File: config.mk
export PLATFORM = sky130hd
export DESIGN_NAME = pci_target_term
export DESIGN_NICKNAME = d
export VERILOG_FILES = /design/src/pci_term_pkg.sv /design/src/pci_target_term.sv /design/src/term_select.sv /design/src/cfg_status_reg.sv
export SDC_FILE = /design/constraint.sdc
export NUM_CORES = 1
export LEC_CHECK = 0
export ABC_CLOCK_PERIOD_IN_PS = 5600
export BUFFER_PORTS_ARGS = -buffer_cell sky130_fd_sc_hd__buf_2
export CAP_MARGIN = 40
export CORE_MARGIN = 2
export CORE_UTILIZATION = 46
export CTS_BUF_LIST = sky130_fd_sc_hd__clkbuf_4 sky130_fd_sc_hd__clkbuf_8 sky130_fd_sc_hd__clkbuf_16
export CTS_CLUSTER_DIAMETER = 40
export CTS_CLUSTER_SIZE = 8
export DETAILED_ROUTE_END_ITERATION = 8
export GPL_TIMING_DRIVEN = 0
export PLACE_DENSITY = 0.86
export SLEW_MARGIN = 30
export SYNTH_ARGS = -nofsm -noshare
export SYNTH_HDL_FRONTEND = slang
export SYNTH_SLANG_ARGS = --single-unit
File: constraint.sdc
create_clock -name clock_i -period 5.6 [get_ports clock_i]
set_input_delay 1.12 -clock clock_i [delete_from_list [all_inputs] [get_ports clock_i]]
set_output_delay 1.12 -clock clock_i [all_outputs]
set_load 0.02 [all_outputs]
File: src/pci_term_pkg.sv
// Purpose: Shared constants and types for the target termination block
// Assumes: One 200 MHz clock, PCI pins sampled on the same clock
// Notes:   Register offsets are byte addresses on the plain register port
package pci_term_pkg;

  localparam logic [3:0] CMD_MEM_READ  = 4'h6;
  localparam logic [3:0] CMD_MEM_WRITE = 4'h7;
  localparam logic [3:0] CMD_CFG_READ  = 4'ha;
  localparam logic [3:0] CMD_CFG_WRITE = 4'hb;

  localparam logic [7:0] REG_CMD_STATUS = 8'h04;
  localparam logic [7:0] REG_TERM_INFO  = 8'h40;

  localparam int unsigned CMD_MEM_EN_BIT    = 1;
  localparam int unsigned STS_SIG_ABORT_BIT = 27;
  localparam logic [31:0] CMD_STATUS_RESET  = 32'h0000_0000;
  localparam logic [31:0] CMD_WRITE_MASK    = 32'h0000_0002;

  typedef enum logic [2:0] {
    TERM_WAIT    = 3'h0,
    TERM_NORMAL  = 3'h1,
    TERM_DISC    = 3'h2,
    TERM_RETRY   = 3'h3,
    TERM_LOCKOUT = 3'h4,
    TERM_ABORT   = 3'h5
  } term_t;

  typedef enum logic [1:0] {
    ST_IDLE      = 2'h0,
    ST_DATA      = 2'h1,
    ST_STOP_HOLD = 2'h2,
    ST_TURN      = 2'h3
  } fsm_t;

  typedef struct packed {
    logic ready;
    logic term;
    logic abort_req;
    logic lockout;
  } backend_t;

  typedef struct packed {
    logic        frame_n;
    logic        irdy_n;
    logic        idsel;
    logic        mem_hit;
    logic [3:0]  cbe_n;
    logic [31:0] ad;
  } pci_in_t;

  typedef struct packed {
    logic [7:0]  addr;
    logic [31:0] wdata;
    logic        wr;
    logic        rd;
  } reg_bus_t;

endpackage

File: src/pci_target_term.sv
// Purpose: Target termination control of a PCI target interface
// Assumes: PCI pins arrive on clock_i, address decode done outside
// Notes:   Control pins drive high one cycle before release (turnaround)
//
// Strobed register access and the placing of the registers were chosen for this implementation.
`timescale 1ns/10ps
`default_nettype none

// Functional notes
// Lockout answers memory reads and writes with a target retry.
// Lockout answers configuration reads and writes with a target retry.
// A lockout retry leaves the internal data bus undriven.
// Abort request ends memory transfers, bursts too, with a target abort.
// Every target abort sets the signaled target abort status bit.
// During retry, stop stays asserted until the initiator drops frame.
// Ready low with terminate high on first transfer gives a retry.
// Ready and terminate together give a disconnect with data.
// Ready alone completes; wait states are inserted until ready.
// Abort beats lockout, lockout beats ready/terminate handling.
module pci_target_term
  import pci_term_pkg::*;
(
  input  wire logic        clock_i,
  input  wire logic        rst_b_i,
  input  wire pci_in_t     pci_i,
  input  wire backend_t    backend_i,
  input  wire reg_bus_t    bus_i,
  output logic             devsel_n_o,
  output logic             devsel_n_oe_o,
  output logic             trdy_n_o,
  output logic             trdy_n_oe_o,
  output logic             stop_n_o,
  output logic             stop_n_oe_o,
  output logic [31:0]      internal_addr_data_bus_o,
  output logic             internal_addr_data_bus_oe_o,
  output logic             xfer_o,
  output logic             cfg_cycle_o,
  output logic             target_abort_o,
  output logic [31:0]      reg_rdata_o
);

  typedef struct packed {
    fsm_t        fsm;
    logic        frame_n_d;
    logic [3:0]  cmd;
    logic        is_cfg;
    logic        first;
    logic        devsel_n;
    logic        trdy_n;
    logic        stop_n;
    logic        ctl_oe;
    logic [31:0] internal_addr_data_bus;
    logic        internal_addr_data_bus_oe;
    logic        xfer;
    logic        abort_pulse;
    term_t       last_kind;
  } state_t;

  state_t cur;
  state_t next_cur;
  term_t  kind;
  logic   mem_en;

  function automatic logic cmd_is_mem(input logic [3:0] cmd);
    return cmd == CMD_MEM_READ || cmd == CMD_MEM_WRITE;
  endfunction

  function automatic logic cmd_is_cfg(input logic [3:0] cmd);
    return cmd == CMD_CFG_READ || cmd == CMD_CFG_WRITE;
  endfunction

  term_select u_term_select (
    .backend_i (backend_i),
    .first_i   (cur.first),
    .kind_o    (kind)
  );

  cfg_status_reg u_cfg_status_reg (
    .clock_i     (clock_i),
    .rst_b_i     (rst_b_i),
    .bus_i       (bus_i),
    .abort_set_i (cur.abort_pulse),
    .fsm_i       (cur.fsm),
    .last_kind_i (cur.last_kind),
    .mem_en_o    (mem_en),
    .rdata_o     (reg_rdata_o)
  );

  logic addr_phase;
  logic claim;
  logic xfer_now;
  logic last_xfer;

  always_comb begin
    addr_phase = !pci_i.frame_n && cur.frame_n_d;
    claim = (cmd_is_mem(~pci_i.cbe_n) && pci_i.mem_hit && mem_en)
         || (cmd_is_cfg(~pci_i.cbe_n) && pci_i.idsel);
    // A data phase completes when both ready lines were low at this edge
    xfer_now = !cur.trdy_n && !pci_i.irdy_n;
    last_xfer = xfer_now && pci_i.frame_n;
  end

  always_comb begin
    next_cur = cur;
    next_cur.frame_n_d = pci_i.frame_n;
    next_cur.xfer = 1'b0;
    next_cur.abort_pulse = 1'b0;
    unique case (cur.fsm)
      ST_IDLE: begin
        next_cur.ctl_oe = 1'b0;
        next_cur.internal_addr_data_bus_oe = 1'b0;
        if (addr_phase && claim) begin
          next_cur.fsm = ST_DATA;
          next_cur.cmd = ~pci_i.cbe_n;
          next_cur.is_cfg = cmd_is_cfg(~pci_i.cbe_n);
          next_cur.first = 1'b1;
          next_cur.devsel_n = 1'b0;
          next_cur.trdy_n = 1'b1;
          next_cur.stop_n = 1'b1;
          next_cur.ctl_oe = 1'b1;
          next_cur.internal_addr_data_bus = pci_i.ad;
          next_cur.internal_addr_data_bus_oe = 1'b1;
        end
      end

      ST_DATA: begin
        if (xfer_now) begin
          next_cur.xfer = 1'b1;
          next_cur.first = 1'b0;
          next_cur.internal_addr_data_bus = pci_i.ad;
        end
        if (!cur.stop_n) begin
          // Disconnect with data: hold until the data phase completes
          if (xfer_now) begin
            next_cur.trdy_n = 1'b1;
            next_cur.fsm = pci_i.frame_n ? ST_TURN : ST_STOP_HOLD;
            if (pci_i.frame_n) begin
              next_cur.devsel_n = 1'b1;
              next_cur.stop_n = 1'b1;
            end
          end
        end else if (!cur.trdy_n && !xfer_now) begin
          next_cur.trdy_n = 1'b0;
        end else if (last_xfer) begin
          next_cur.trdy_n = 1'b1;
          next_cur.devsel_n = 1'b1;
          next_cur.fsm = ST_TURN;
        end else begin
          next_cur.last_kind = kind;
          unique case (kind)
            TERM_ABORT: begin
              next_cur.devsel_n = 1'b1;
              next_cur.trdy_n = 1'b1;
              next_cur.stop_n = 1'b0;
              next_cur.abort_pulse = 1'b1;
              next_cur.fsm = ST_STOP_HOLD;
            end
            TERM_LOCKOUT: begin
              next_cur.trdy_n = 1'b1;
              next_cur.stop_n = 1'b0;
              next_cur.internal_addr_data_bus_oe = 1'b0;
              next_cur.fsm = ST_STOP_HOLD;
            end
            TERM_RETRY: begin
              next_cur.trdy_n = 1'b1;
              next_cur.stop_n = 1'b0;
              next_cur.fsm = ST_STOP_HOLD;
            end
            TERM_DISC: begin
              next_cur.trdy_n = 1'b0;
              next_cur.stop_n = 1'b0;
            end
            TERM_NORMAL: begin
              next_cur.trdy_n = 1'b0;
            end
            TERM_WAIT: begin
              next_cur.trdy_n = 1'b1;
            end
            default: begin
              next_cur.trdy_n = 1'b1;
            end
          endcase
        end
      end

      ST_STOP_HOLD: begin
        // Irdy may stay high for many cycles, stop must not drop early
        if (pci_i.frame_n) begin
          next_cur.stop_n = 1'b1;
          next_cur.devsel_n = 1'b1;
          next_cur.trdy_n = 1'b1;
          next_cur.fsm = ST_TURN;
        end else begin
          next_cur.stop_n = 1'b0;
        end
      end

      ST_TURN: begin
        // Drive lines high for one cycle so the release is clean
        next_cur.devsel_n = 1'b1;
        next_cur.trdy_n = 1'b1;
        next_cur.stop_n = 1'b1;
        next_cur.ctl_oe = 1'b0;
        next_cur.internal_addr_data_bus_oe = 1'b0;
        next_cur.fsm = ST_IDLE;
      end
    endcase
  end

  always_ff @(posedge clock_i) begin
    if (!rst_b_i) begin
      cur <= '{fsm: ST_IDLE, frame_n_d: 1'b1, cmd: 4'h0, is_cfg: 1'b0,
               first: 1'b0, devsel_n: 1'b1, trdy_n: 1'b1, stop_n: 1'b1,
               ctl_oe: 1'b0, internal_addr_data_bus: 32'h0000_0000, internal_addr_data_bus_oe: 1'b0,
               xfer: 1'b0, abort_pulse: 1'b0, last_kind: TERM_WAIT};
    end else begin
      cur <= next_cur;
    end
  end

  assign devsel_n_o                  = cur.devsel_n;
  assign devsel_n_oe_o               = cur.ctl_oe;
  assign trdy_n_o                    = cur.trdy_n;
  assign trdy_n_oe_o                 = cur.ctl_oe;
  assign stop_n_o                    = cur.stop_n;
  assign stop_n_oe_o                 = cur.ctl_oe;
  assign internal_addr_data_bus_o    = cur.internal_addr_data_bus;
  assign internal_addr_data_bus_oe_o = cur.internal_addr_data_bus_oe;
  assign xfer_o                      = cur.xfer;
  assign cfg_cycle_o                 = cur.is_cfg;
  assign target_abort_o              = cur.abort_pulse;

endmodule
`default_nettype wire

File: src/term_select.sv
// Purpose: Chooses how the current data phase ends
// Assumes: Back-end inputs are on the PCI clock
// Notes:   Pure combinational priority decode
`timescale 1ns/10ps
`default_nettype none
module term_select
  import pci_term_pkg::*;
(
  input  wire backend_t backend_i,
  input  wire logic     first_i,
  output var  term_t    kind_o
);

  always_comb begin
    if (backend_i.abort_req) begin
      kind_o = TERM_ABORT;
    end else if (backend_i.lockout) begin
      kind_o = TERM_LOCKOUT;
    end else if (backend_i.ready && backend_i.term) begin
      kind_o = TERM_DISC;
    end else if (backend_i.ready) begin
      kind_o = TERM_NORMAL;
    end else if (backend_i.term) begin
      // After the first transfer this is also reported as TERM_RETRY
      kind_o = first_i ? TERM_RETRY : TERM_RETRY;
    end else begin
      kind_o = TERM_WAIT;
    end
  end

endmodule
`default_nettype wire

File: src/cfg_status_reg.sv
// Purpose: Command/status register and termination info readback
// Assumes: Plain register port, read data one cycle after the strobe
// Notes:   Status bit is write-one-to-clear, a new abort beats the clear
`timescale 1ns/10ps
`default_nettype none
module cfg_status_reg
  import pci_term_pkg::*;
(
  input  wire logic        clock_i,
  input  wire logic        rst_b_i,
  input  wire reg_bus_t    bus_i,
  input  wire logic        abort_set_i,
  input  wire fsm_t        fsm_i,
  input  wire term_t       last_kind_i,
  output logic             mem_en_o,
  output logic [31:0]      rdata_o
);

  typedef struct packed {
    logic [31:0] cmd;
    logic        sig_abort;
    logic [31:0] rdata;
  } regs_t;

  regs_t cur;
  regs_t next_cur;

  always_comb begin
    next_cur = cur;
    next_cur.rdata = 32'h0000_0000;
    if (bus_i.wr && bus_i.addr == REG_CMD_STATUS) begin
      next_cur.cmd = bus_i.wdata & CMD_WRITE_MASK;
      if (bus_i.wdata[STS_SIG_ABORT_BIT]) begin
        next_cur.sig_abort = 1'b0;
      end
    end
    if (abort_set_i) begin
      next_cur.sig_abort = 1'b1;
    end
    if (bus_i.rd) begin
      unique case (bus_i.addr)
        REG_CMD_STATUS: begin
          next_cur.rdata = cur.cmd;
          next_cur.rdata[STS_SIG_ABORT_BIT] = cur.sig_abort;
        end
        REG_TERM_INFO: next_cur.rdata = {27'h0000000, last_kind_i, fsm_i};
        default:       next_cur.rdata = 32'h0000_0000;
      endcase
    end
  end

  always_ff @(posedge clock_i) begin
    if (!rst_b_i) begin
      cur <= '{cmd: CMD_STATUS_RESET, sig_abort: 1'b0, rdata: 32'h0000_0000};
    end else begin
      cur <= next_cur;
    end
  end

  assign mem_en_o = cur.cmd[CMD_MEM_EN_BIT];
  assign rdata_o  = cur.rdata;

endmodule
`default_nettype wire

# Yosys cells after proc, flatten, opt, wreduce, memory -nomap -nowiden

Cells that the tools add are included.

Input port bits: 88
Output and inout bits: 74
Register bits after elaboration: 80

Equality and inequality tests: 26
Reductions and logical operators: 37
Bitwise logic cells: 6
Muxes and demuxes: 42

Operator list:

| cell                                                            | count |
|---|---|
| 32-bit one-hot mux with 2 select lines                          | 1 |
| 28-bit one-hot mux with 2 select lines                          | 1 |
| 37-bit two-way mux                                              | 1 |
| 32-bit two-way mux                                              | 1 |
| 1-bit two-way mux                                               | 19 |
| 2-bit two-way mux                                               | 9 |
| 3-bit two-way mux                                               | 6 |
| 2-bit != test, second input constant                            | 6 |
| 3-bit one-hot mux with 4 select lines                           | 1 |
| 1-bit logical AND                                               | 10 |
| 5-bit AND reduction                                             | 2 |
| 3-bit != test, second input constant                            | 3 |
| 4-bit by 3-bit == test with 1-bit output, second input constant | 2 |
| 4-bit == test, second input constant                            | 2 |
| 8-bit by 3-bit == test with 1-bit output, second input constant | 1 |
| 8-bit by 7-bit == test with 1-bit output, second input constant | 1 |
| 2-bit one-hot mux with 4 select lines                           | 1 |
| 2-bit AND reduction                                             | 4 |
| 2-bit nonzero test                                              | 4 |
| 3-bit by 2-bit == test with 1-bit output, second input constant | 2 |
| 3-bit == test, second input constant                            | 2 |
| 3-bit AND reduction                                             | 2 |
| 6-bit AND reduction                                             | 1 |
| 1-bit inverter                                                  | 5 |
| 18 further kinds                                                | 24 |

# Longest topological paths before layout

Gate-level depths: netlist of run 1.

Word-level depth: 12
Mapped depth: 7

# Cells and area by module

A second synthesis of run 1 with hierarchy kept.

Cells, all modules: 351
Area total of the unflattened synthesis: 2887.8 sq um

Modules (own cells, without submodules):

| module          | area each (sq um) | cells an instance | instances |
|---|---|---|---|
| pci_target_term | 2285.9            | 281               | 1 |
| cfg_status_reg  | 566.8             | 65                | 1 |
| term_select     | 35.0              | 5                 | 1 |

# Worst setup path before layout of run 1

Ideal clock, no wire load.

Kind: input port to flip-flop
Start: in pci_i[33] (netlist bit)
End: reg cur[49] (netlist bit)
Setup slack: 2.954 ns
Library setup time: 0.119 ns
Data required time: 5.481 ns
Arrival: 2.527 ns
Stages on the path: 5
Cells stage by stage: or3b_4 -> a222oi_1 -> nand2_1 -> or3_4 -> o221a_1

Cells in the longest elaborated chain, start to end: 9
Elaborated cells on any way between the ends: 14

Ends and longest elaborated chain:

| element                                  | RTL line                                     | RTL |
|---|---|---|
| start: declaration                       | pci_target_term.sv:25                        | `input wire pci_in_t pci_i,` |
| 4-bit inverter (*)                       | pci_target_term.sv:96, pci_target_term.sv:97 |  |
| 4-bit by 3-bit == test with 1-bit output | pci_target_term.sv:65                        | `return cmd == CMD_MEM_READ \|\| cmd == CMD_MEM_WRITE;` |
| 1-bit logical OR                         | pci_target_term.sv:65                        |  |
| 1-bit logical AND (2 in series)          | pci_target_term.sv:96                        | `claim = (cmd_is_mem(~pci_i.cbe_n) && pci_i.mem_hit && mem_en)` |
| 1-bit logical OR (*)                     | pci_target_term.sv:97                        | `\|\| (cmd_is_cfg(~pci_i.cbe_n) && pci_i.idsel);` |
| 1-bit logical AND (*)                    | pci_target_term.sv:112                       | `if (addr_phase && claim) begin` |
| 2-bit != test (no source line) (*)       | n/a                                          |  |
| 5-bit AND reduction (no source line) (*) | n/a                                          |  |
| end signal: assignment                   | pci_target_term.sv:212                       | `cur <= '{fsm: ST_IDLE, frame_n_d: 1'b1, cmd: 4'h0, is_cfg: 1'b0,` |
| end signal: assignment                   | pci_target_term.sv:217                       | `cur <= next_cur;` |
| end: declaration                         | pci_target_term.sv:59                        | `state_t cur;` |

Mark *: on every way between the ends. The rest lies on a longest branch, timed or not.
A chain may end at the register's enable or synchronous reset.

# Worst setup path after layout of run 1

Start: in pci_i[39] (netlist bit)
End: reg cur[49] (netlist bit)

Cells in the longest elaborated chain, start to end: 5
Elaborated cells on any way between the ends: 14

Ends and longest elaborated chain:

| element                                                                             | RTL line |
|---|---|
| 1-bit logical AND / 1-bit logical NOT (equally long branches)                       | pci_target_term.sv:100, pci_target_term.sv:95 |
| 2-bit two-way mux / 1-bit logical AND (equally long branches)                       | pci_target_term.sv:144, pci_target_term.sv:95 |
| 2-bit two-way mux / 1-bit logical AND (equally long branches)                       | pci_target_term.sv:142, pci_target_term.sv:112 |
| 2-bit two-way mux / 2-bit != test (equally long branches)                           | n/a |
| 2-bit one-hot mux with 4 select lines / 5-bit AND reduction (equally long branches) | n/a |

Parallel ways exist; a longest one is shown, timed or not. The select of a mux whose other input is x is not followed.

==> report_table.html, run 1 <==
<table>
<tr><th>Metric</th><th>Value</th></tr>
<tr><th colspan="2">Synthesis</th></tr>
<tr><td>Top cells by area in the synthesized netlist</td><td>dfxtp_1 (42%), buf_4 (19%), a22o_1 (11%)</td></tr>
<tr><td>Mapped cell area</td><td>0.002572 sq mm</td></tr>
<tr><td>Synth warn</td><td>0</td></tr>
<tr><td>Number of synthesized register bits</td><td>54</td></tr>
<tr><td>Number of flops mapped to enable cells by yosys</td><td>0</td></tr>
<tr><td>Synth Instances</td><td>271</td></tr>
<tr><td>Most used flip-flop cell after synthesis</td><td>dfxtp_1</td></tr>
<tr><td>Area leader, netlist</td><td>dfxtp_1</td></tr>
<tr><td>Synthesized area per cell</td><td>9.492 sq um</td></tr>
<tr><td>Most numerous cell in the Yosys netlist</td><td>buf_4</td></tr>
<tr><td>Distinct cell type count of the synthesized netlist</td><td>43</td></tr>
<tr><td>Async set-reset flop share out of synthesis</td><td>0%</td></tr>
<tr><td>Register area share after synthesis</td><td>42.02%</td></tr>
<tr><td>Share of Yosys cell area claimed by the top area cell type</td><td>42.02%</td></tr>
<tr><td>Most frequent cells after synthesis</td><td>buf_4 (66), dfxtp_1 (54), a22o_1 (32)</td></tr>
<tr><th colspan="2">GRT</th></tr>
<tr><td>Antenna violations before repair</td><td>0</td></tr>
<tr><td>First-pass GRT wire length</td><td>8638 microns</td></tr>
<tr><td>Global-route congestion overflow total</td><td>0</td></tr>
<tr><td>Number of global-route vias before repair</td><td>2028</td></tr>
<tr><td>Overall routing resource usage</td><td>16.92%</td></tr>
<tr><td>Pin count of the biggest net entering global routing</td><td>19</td></tr>
<tr><th colspan="2">Placement</th></tr>
<tr><td>Number of port buffers</td><td>104</td></tr>
<tr><td>Final Wtd Congestion</td><td>0.9180</td></tr>
<tr><td>Pre-CTS WS</td><td>2.712 ns</td></tr>
<tr><td>Detailed placer's ending HPWL</td><td>4490 microns</td></tr>
<tr><td>Placed Area</td><td>0.003277 sq mm</td></tr>
<tr><td>Placed cells</td><td>472</td></tr>
<tr><th colspan="2">Route</th></tr>
<tr><td>Iteration-0 DRC Markers</td><td>76</td></tr>
<tr><td>DRC errors left</td><td>0</td></tr>
<tr><td>Per-cell via count in the routed design</td><td>4.721</td></tr>
<tr><td>Antenna-violating nets left</td><td>0</td></tr>
<tr><td>Vias after detailed routing</td><td>2266</td></tr>
<tr><td>Pre-Repair DR Iteration Count</td><td>5</td></tr>
<tr><td>Final WL</td><td>5727 microns</td></tr>
<tr><td>Wire per inst</td><td>11.93 microns</td></tr>
<tr><th colspan="2">Clock network</th></tr>
<tr><td>Number of buffers created by CTS</td><td>5</td></tr>
<tr><td>Clock tree from TritonCTS</td><td>done</td></tr>
<tr><td>Insertion delay of the later-clocked pin in the worst-skew pair</td><td>0.30 ns</td></tr>
<tr><td>Largest buffer count on any clock path</td><td>2</td></tr>
<tr><td>CTS root buffer</td><td>clkbuf_8</td></tr>
<tr><td>Hold bufs inserted after CTS</td><td>0</td></tr>
<tr><td>Post_cts resized</td><td>0</td></tr>
<tr><td>Clock input transition at the sequential cells of the worst setup and hold paths</td><td>0.10 ns</td></tr>
<tr><td>Clock sink count</td><td>54</td></tr>
<tr><td>H-Tree Level Count</td><td>2</td></tr>
<tr><td>Number of buffers inserted by post-CTS setup repair</td><td>0</td></tr>
<tr><th colspan="2">Min path</th></tr>
<tr><td>Class of the tightest hold or removal check</td><td>flop to flop</td></tr>
<tr><th colspan="2">Floorplan</th></tr>
<tr><td>Number of top-level design ports</td><td>162</td></tr>
<tr><td>Die ar.</td><td>0.006206 sq mm</td></tr>
<tr><td>Placeable Area</td><td>0.005439 sq mm</td></tr>
<tr><td>Horizontal die dimension</td><td>78.78 microns</td></tr>
<tr><td>Die extent in y</td><td>78.78 microns</td></tr>
<tr><td>Initial cell density of the core</td><td>47.30%</td></tr>
<tr><td>Number of standard-cell rows in the floorplan</td><td>27</td></tr>
<tr><th colspan="2">Power and ir drop</th></tr>
<tr><td>Worst IR drop on VDD</td><td>0.0001423 V</td></tr>
<tr><td>Comb pwr share</td><td>15.0%</td></tr>
<tr><td>Switching share of power</td><td>25.44%</td></tr>
<tr><td>Leakage dissipation</td><td>1.801 nW</td></tr>
<tr><td>Portion of total power attributed to the clock network</td><td>34.0%</td></tr>
<tr><td>Fraction of power consumed by sequential logic</td><td>51.0%</td></tr>
<tr><td>Psw</td><td>0.1995 mW</td></tr>
<tr><td>P_int</td><td>0.5846 mW</td></tr>
<tr><td>Power Total</td><td>0.7841 mW</td></tr>
<tr><td>P per Cell Area</td><td>231.0 mW/mm^2</td></tr>
<tr><th colspan="2">Final layout</th></tr>
<tr><td>Final #Nets</td><td>500</td></tr>
<tr><td>Total of fill cells in the finished design</td><td>486</td></tr>
<tr><td>Final non-filler cell total</td><td>480</td></tr>
<tr><td>Area added between synthesis and finish</td><td>31.96%</td></tr>
<tr><td>Design area</td><td>0.003395 sq mm</td></tr>
<tr><td>Post-route core utilization</td><td>62.41%</td></tr>
<tr><td>Number of antenna cells inserted</td><td>0</td></tr>
<tr><td>Combined area of the multi-input logic cells</td><td>0.001030 sq mm</td></tr>
<tr><td>Fraction of final layout cells with drive strength greater than 1</td><td>45.83%</td></tr>
<tr><td>Register cell area after layout</td><td>0.001081 sq mm</td></tr>
<tr><th colspan="2">Worst setup path</th></tr>
<tr><td>Buffers &amp; Inverters on Critical Path</td><td>1</td></tr>
<tr><td>WS Path Type</td><td>primary input to flop</td></tr>
<tr><td>Highest fanout seen on the critical path</td><td>7</td></tr>
<tr><td>Worst Setup End Kind</td><td>flop</td></tr>
<tr><td>Required time at the worst-slack endpoint</td><td>5.85 ns</td></tr>
<tr><td>Ordered cell list for the critical path</td><td>buf_2 -&gt; or3b_4 -&gt; a222oi_1 -&gt; nand2_1 -&gt; a2111oi_0 -&gt; o221a_1</td></tr>
<tr><td>Slowest stage cell, crit path</td><td>a2111oi_0</td></tr>
<tr><td>Gate family responsible for the most delay along the worst path</td><td>compound AO/OA/AOI/OAI gates</td></tr>
<tr><td>Data arrival time at the worst-slack endpoint</td><td>2.82 ns</td></tr>
<tr><td>Largest incremental delay on the critical path</td><td>0.45 ns</td></tr>
<tr><td>Type of element launching the critical path</td><td>primary input</td></tr>
<tr><th colspan="2">STA</th></tr>
<tr><td>Min setup slack post-route</td><td>3.028 ns</td></tr>
<tr><td>Minimum hold slack</td><td>0.4318 ns</td></tr>
<tr><td>Hold Vio Cnt, Final</td><td>0</td></tr>
<tr><td>Highest attainable clock frequency</td><td>0.3888 GHz</td></tr>
<tr><td>Fraction of the cycle the final worst path needs</td><td>45.93%</td></tr>
<tr><td>Minimum clock period</td><td>2.572 ns</td></tr>
<tr><td>Max-slew violation count</td><td>0</td></tr>
<tr><td>Setup tns final</td><td>0 ns</td></tr>
<tr><td>Setup repair after global routing missed its margin</td><td>no</td></tr>
<tr><td>Clock Skew</td><td>0.006148 ns</td></tr>
<tr><td>Setup violators final</td><td>0</td></tr>
<tr><th colspan="2">Run</th></tr>
<tr><td>Max capacitance violation total</td><td>0</td></tr>
<tr><th colspan="2">Outcome</th></tr>
<tr><td>Run status</td><td>finished, final reports clean</td></tr>
</table>
## per-layer routing
metal | wire length [microns] | global-route usage, %
met3 | 367 | 1.932
met5 | 0 | 0
met1 | 2461 | 21.43
met4 | 53 | 5.088
met2 | 2845 | 30.17
## placed cells by master (no fill, tap or decap), drive strengths merged, types with 3 or more instances in the layout
| master | count |
|---|---|
| nand3 | 5 |
| buf | 173 |
| ha | 5 |
| nand3b | 3 |
| and3 | 3 |
| nand2b | 4 |
| and2 | 4 |
| mux2i | 3 |
| dfxtp | 54 |
| conb | 26 |
| a21oi | 14 |
| nor2 | 14 |
| nand2 | 10 |
| o21ai | 7 |
| a22o | 32 |
| inv | 6 |
| clkbuf | 11 |
## path summary, 6_finish.rpt
path / startpoint / endpoint / slack [ns] / cells after the start
min reg2reg: u_cfg_status_reg.cur[32] / u_cfg_status_reg.rdata_o[27] / 0.43 / 2
min: u_cfg_status_reg.cur[32] / u_cfg_status_reg.rdata_o[27] / 0.43 / 2
max: pci_i[39] / cur[49] / 3.03 / 6
max reg2reg: cur[50] / cur[49] / 3.40 / 7
## flip-flops by register name (all words and copies together) (netlist names)
signal,cells
u_cfg_status_reg.cur,1
target_abort_o,1
devsel_n_oe_o,1
u_cfg_status_reg.rdata_o,6
internal_addr_data_bus_o,32
trdy_n_o,1
xfer_o,1
internal_addr_data_bus_oe_o,1
devsel_n_o,1
stop_n_o,1
u_cfg_status_reg.mem_en_o,1
cfg_cycle_o,1
cur,6
## tightest hold or removal path: cells and delay by family, from the launching register on
| family | cells | cell delay, ns |
|---|---|---|
| flip-flops | 1 | 0.32 |
| AND/OR/NAND/NOR | 2 | 0.08 |
## power by group through the flow
stage | clock (mW) | sequential (mW) | combinational (mW)
floorplan | 0 | 0.408 | 0.0782
global placement | 0 | 0.408 | 0.115
detailed placement | 0 | 0.409 | 0.117
CTS | 0.275 | 0.400 | 0.117
global route | 0.290 | 0.401 | 0.127
finish | 0.266 | 0.400 | 0.118
## kinds of logic (layout without fill, tap and decap cells)
logic type / count (synthesis) / count (layout) / synth area share [%]
fa+ha+maj: 5 / 5 / 2.432
buf+inv: 81 / 193 / 21.60
flops: 54 / 54 / 42.02
mux: 4 / 4 / 1.605
other cells: 1 / 26 / 0.1458
simple gates: 58 / 58 / 12.21
compound gates: 68 / 68 / 19.99
## final cells by class
class / count / share of cell area [%]
Buffer: 75 / 15.70
Multi-Input combinational cell: 161 / 30.34
Clock buffer: 5 / 2.027
Sequential cell: 54 / 31.85
Tap cell: 72 / 2.654
Timing Repair Buffer: 104 / 15.33
Clock inverter: 3 / 1.438
Inverter: 6 / 0.6635
No activity file was read; power rests on OpenSTA's default activity.
==> run 2: changes to the inputs <==
--- a/config.mk
+++ b/config.mk
@@ -5,17 +5,17 @@
 export SDC_FILE = /design/constraint.sdc
 export NUM_CORES = 1
 export LEC_CHECK = 0
-export ABC_CLOCK_PERIOD_IN_PS = 5600
+export ABC_CLOCK_PERIOD_IN_PS = 2200
 export BUFFER_PORTS_ARGS = -buffer_cell sky130_fd_sc_hd__buf_2
 export CAP_MARGIN = 40
 export CORE_MARGIN = 2
-export CORE_UTILIZATION = 46
+export CORE_UTILIZATION = 39
 export CTS_BUF_LIST = sky130_fd_sc_hd__clkbuf_4 sky130_fd_sc_hd__clkbuf_8 sky130_fd_sc_hd__clkbuf_16
 export CTS_CLUSTER_DIAMETER = 40
 export CTS_CLUSTER_SIZE = 8
 export DETAILED_ROUTE_END_ITERATION = 8
 export GPL_TIMING_DRIVEN = 0
-export PLACE_DENSITY = 0.86
+export PLACE_DENSITY = 0.77
 export SLEW_MARGIN = 30
 export SYNTH_ARGS = -nofsm -noshare
 export SYNTH_HDL_FRONTEND = slang
==> constraint.sdc (replaced) <==
create_clock -name clock_i -period 2.2 [get_ports clock_i]
set_input_delay 0.44 -clock clock_i [delete_from_list [all_inputs] [get_ports clock_i]]
set_output_delay 0.44 -clock clock_i [all_outputs]
set_load 0.02 [all_outputs]
==> run 2 against run 1 <==
Net effect:
- clock skew hardly changed
- first-iteration DRC count is 16% higher
- combinational power grew to 2.5 times the previous value
- final area up 0.63%
- clock power increased to 2.5 times the previous value
- wire length down 1.9%
- global-route usage down 2.4 points
- critical path depth unchanged
- sequential cell count did not move
- sequential power rose to 2.6 times the previous value
- critical path type is now flop to flop
- largest cell class unchanged
==> report_table.html, run 2 (synthesis gave the netlist of run 1 again) <==
<table>
<tr><th>Metric</th><th>Value</th></tr>
<tr><th colspan="2">Floorplan</th></tr>
<tr><td>Die ar.</td><td>0.007262 sq mm (+17%)</td></tr>
<tr><td>Number of top-level design ports</td><td>162 (unchanged)</td></tr>
<tr><td>Horizontal die dimension</td><td>85.22 microns (+8.2%)</td></tr>
<tr><td>Placeable Area</td><td>0.006350 sq mm (+17%)</td></tr>
<tr><td>Die extent in y</td><td>85.22 microns (+8.2%)</td></tr>
<tr><td>Initial cell density of the core</td><td>40.51% (-6.8 points)</td></tr>
<tr><td>Number of standard-cell rows in the floorplan</td><td>29 (+7.4%)</td></tr>
<tr><th colspan="2">Clock network</th></tr>
<tr><td>Largest buffer count on any clock path</td><td>2 (unchanged)</td></tr>
<tr><td>Clock sink count</td><td>54 (unchanged)</td></tr>
<tr><td>Clock input transition at the sequential cells of the worst setup and hold paths</td><td>0.10 ns (about the same)</td></tr>
<tr><td>Insertion delay of the later-clocked pin in the worst-skew pair</td><td>0.30 ns (about the same)</td></tr>
<tr><td>CTS root buffer</td><td>clkbuf_8</td></tr>
<tr><td>H-Tree Level Count</td><td>2 (unchanged)</td></tr>
<tr><td>Clock tree from TritonCTS</td><td>done</td></tr>
<tr><td>Number of buffers created by CTS</td><td>5 (unchanged)</td></tr>
<tr><th colspan="2">Route</th></tr>
<tr><td>Pre-Repair DR Iteration Count</td><td>4 (-1)</td></tr>
<tr><td>Antenna-violating nets left</td><td>0 (unchanged)</td></tr>
<tr><td>Iteration-0 DRC Markers</td><td>88 (+16%)</td></tr>
<tr><td>DRC errors left</td><td>0 (unchanged)</td></tr>
<tr><td>Wire per inst</td><td>11.56 microns (-3.1%)</td></tr>
<tr><td>Final WL</td><td>5618 microns (-1.9%)</td></tr>
<tr><td>Vias after detailed routing</td><td>2259 (-0.31%)</td></tr>
<tr><td>Per-cell via count in the routed design</td><td>4.648 (-1.5%)</td></tr>
<tr><th colspan="2">Power and ir drop</th></tr>
<tr><td>Power Total</td><td>1.983 mW (+150%)</td></tr>
<tr><td>Worst IR drop on VDD</td><td>0.0003258 V (+130%)</td></tr>
<tr><td>Leakage dissipation</td><td>1.822 nW (+1.2%)</td></tr>
<tr><td>P per Cell Area</td><td>580.4 mW/mm^2 (+150%)</td></tr>
<tr><th colspan="2">Placement</th></tr>
<tr><td>Detailed placer's ending HPWL</td><td>4465 microns (-0.55%)</td></tr>
<tr><td>Number of port buffers</td><td>104 (unchanged)</td></tr>
<tr><td>Placed Area</td><td>0.003283 sq mm (+0.19%)</td></tr>
<tr><td>Final Wtd Congestion</td><td>0.8526 (-7.1%)</td></tr>
<tr><th colspan="2">Worst setup path</th></tr>
<tr><td>Reg-to-reg setup timing slack</td><td>0.13 ns (-3.27 ns)</td></tr>
<tr><td>Highest fanout seen on the critical path</td><td>6 (-1)</td></tr>
<tr><td>Number of cells on the worst reg-to-reg path</td><td>6 (-1)</td></tr>
<tr><td>Worst Setup End Kind</td><td>flop</td></tr>
<tr><td>Reg-to-reg startpoint</td><td>cur[49]</td></tr>
<tr><td>Data arrival time at the worst-slack endpoint</td><td>2.27 ns (-0.55 ns)</td></tr>
<tr><td>End of the worst register-to-register path</td><td>cur[49]</td></tr>
<tr><td>Required time at the worst-slack endpoint</td><td>2.40 ns (-3.45 ns)</td></tr>
<tr><td>Type of element launching the critical path</td><td>flop</td></tr>
<tr><td>WS Path Type</td><td>flop to flop</td></tr>
<tr><th colspan="2">Final layout</th></tr>
<tr><td>Total of fill cells in the finished design</td><td>581 (+20%)</td></tr>
<tr><td>Most common cell after layout, fill and taps aside</td><td>buf_2</td></tr>
<tr><td>Number of antenna cells inserted</td><td>0 (unchanged)</td></tr>
<tr><td>Fraction of final layout cells with drive strength greater than 1</td><td>47.43% (+1.6 points)</td></tr>
<tr><td>Combined area of the multi-input logic cells</td><td>0.001036 sq mm (+0.61%)</td></tr>
<tr><td>Register cell area after layout</td><td>0.001082 sq mm (+0.12%)</td></tr>
<tr><td>Flip-flop count of the largest register, all copies and words added</td><td>32 (unchanged)</td></tr>
<tr><td>Most used cells in the layout excluding fill and tap cells</td><td>buf_2 (107), buf_4 (67), dfxtp_1 (53)</td></tr>
<tr><td>Design area</td><td>0.003416 sq mm (+0.63%)</td></tr>
<tr><td>Final #Nets</td><td>501 (+0.20%)</td></tr>
<tr><td>Area added between synthesis and finish</td><td>32.78%</td></tr>
<tr><th colspan="2">GRT</th></tr>
<tr><td>Global routing met2 resource utilization</td><td>24.72% (-5.5 points)</td></tr>
<tr><td>Layer with the highest usage</td><td>met2</td></tr>
<tr><td>Global-route congestion overflow total</td><td>0 (unchanged)</td></tr>
<tr><td>Antenna violations before repair</td><td>0 (unchanged)</td></tr>
<tr><td>Number of global-route vias before repair</td><td>1954 (-3.6%)</td></tr>
<tr><td>First-pass GRT wire length</td><td>8804 microns (+1.9%)</td></tr>
<tr><td>Overall routing resource usage</td><td>14.51% (-2.4 points)</td></tr>
<tr><td>GR met1 Demand/Resource</td><td>18.83% (-2.6 points)</td></tr>
<tr><td>GRT met3 Usage</td><td>2.140% (+0.21 points)</td></tr>
<tr><td>Pin count of the biggest net entering global routing</td><td>18 (-1)</td></tr>
<tr><th colspan="2">Min path</th></tr>
<tr><td>Hold path cells</td><td>2 (unchanged)</td></tr>
<tr><td>Worst min-delay path endpoint</td><td>internal_addr_data_bus_o[8]</td></tr>
<tr><td>Launch instance of the worst min-delay path</td><td>pci_i[8]</td></tr>
<tr><td>Class of the tightest hold or removal check</td><td>primary input to flop</td></tr>
<tr><th colspan="2">STA</th></tr>
<tr><td>Minimum clock period</td><td>2.067 ns</td></tr>
<tr><td>Hold Vio Cnt, Final</td><td>0 (unchanged)</td></tr>
<tr><td>Minimum hold slack</td><td>0.3422 ns (-0.08965 ns)</td></tr>
<tr><td>Highest attainable clock frequency</td><td>0.4838 GHz</td></tr>
<tr><td>Setup violators final</td><td>0 (unchanged)</td></tr>
<tr><td>Clock Skew</td><td>0.006471 ns (+0.0003231 ns)</td></tr>
<tr><td>Fraction of the cycle the final worst path needs</td><td>93.96%</td></tr>
<tr><td>Max-slew violation count</td><td>0 (unchanged)</td></tr>
<tr><td>Setup tns final</td><td>0 ns (unchanged)</td></tr>
<tr><th colspan="2">Run</th></tr>
<tr><td>Max capacitance violation total</td><td>0 (unchanged)</td></tr>
<tr><th colspan="2">Outcome</th></tr>
<tr><td>Run status</td><td>finished, final reports clean</td></tr>
</table>
## run 2: metrics by stage
step                      setup slack, ns  util [%]  std cells
final                              0.1329     53.79        486
after global routing             -0.01374     53.79        486
after CTS                         0.01420     53.54        485
after detailed placement         0.002904     51.70        477
after global placement            0.02298     51.70        477
after floorplan                    0.2341         -        296
## run 2: cell type report
cell class / instances / area share, %
multi-input cells: 161 / 30.33
repair buffers: 105 / 15.46
inverters: 6 / 0.6593
plain buffers: 75 / 15.75
clock buffers: 5 / 2.015
flip-flops and latches: 54 / 31.69
well taps: 77 / 2.821
clock inverters: 3 / 1.282
## run 2: worst max-delay path by stage
stage / startpoint / end / slack (ns) / cells after the start
detailed placement: pci_i[39] / cur[49] / 0.003 / 6
floorplan: pci_i[33] / cur[49] / 0.23 / 5
CTS: cur[50] / cur[49] / 0.01 / 7
finish: cur[49] / cur[49] / 0.13 / 6
global route: cur[49] / cur[49] / -0.01 / 6
global placement: pci_i[39] / cur[49] / 0.02 / 6
## run 2: routing by layer
layer,part of all wire [%],up-vias
met5,0,-
met4,1.5,0
met3,6.3,6
met2,50,79
met1,42,1032
li1,-,1142
## run 2: what timing repair did
action | 4_1_cts | 5_1_grt
endpoints found under the setup margin | 5 | 2
pin swaps | 0 | 1
gates cloned | 0 | 0
setup buffers | 0 | 1
hold buffers | 0 | 0
resized for setup | 3 | 5
## run 2: where the power goes
part,leakage (nW),switching [mW],internal (mW)
Combinational,1.33,0.159,0.141
Clock,0.0585,0.324,0.342
Sequential,0.437,0.0149,1.00
Total,1.82,0.498,1.48
## run 2: critical path, stage by stage (launching register included)
cell and delay (ns):
dfxtp_1 0.44, inv_1 0.11, ha_1 0.27, a222oi_1 0.34
nand2_1 0.18, or3_4 0.42, o221a_1 0.20
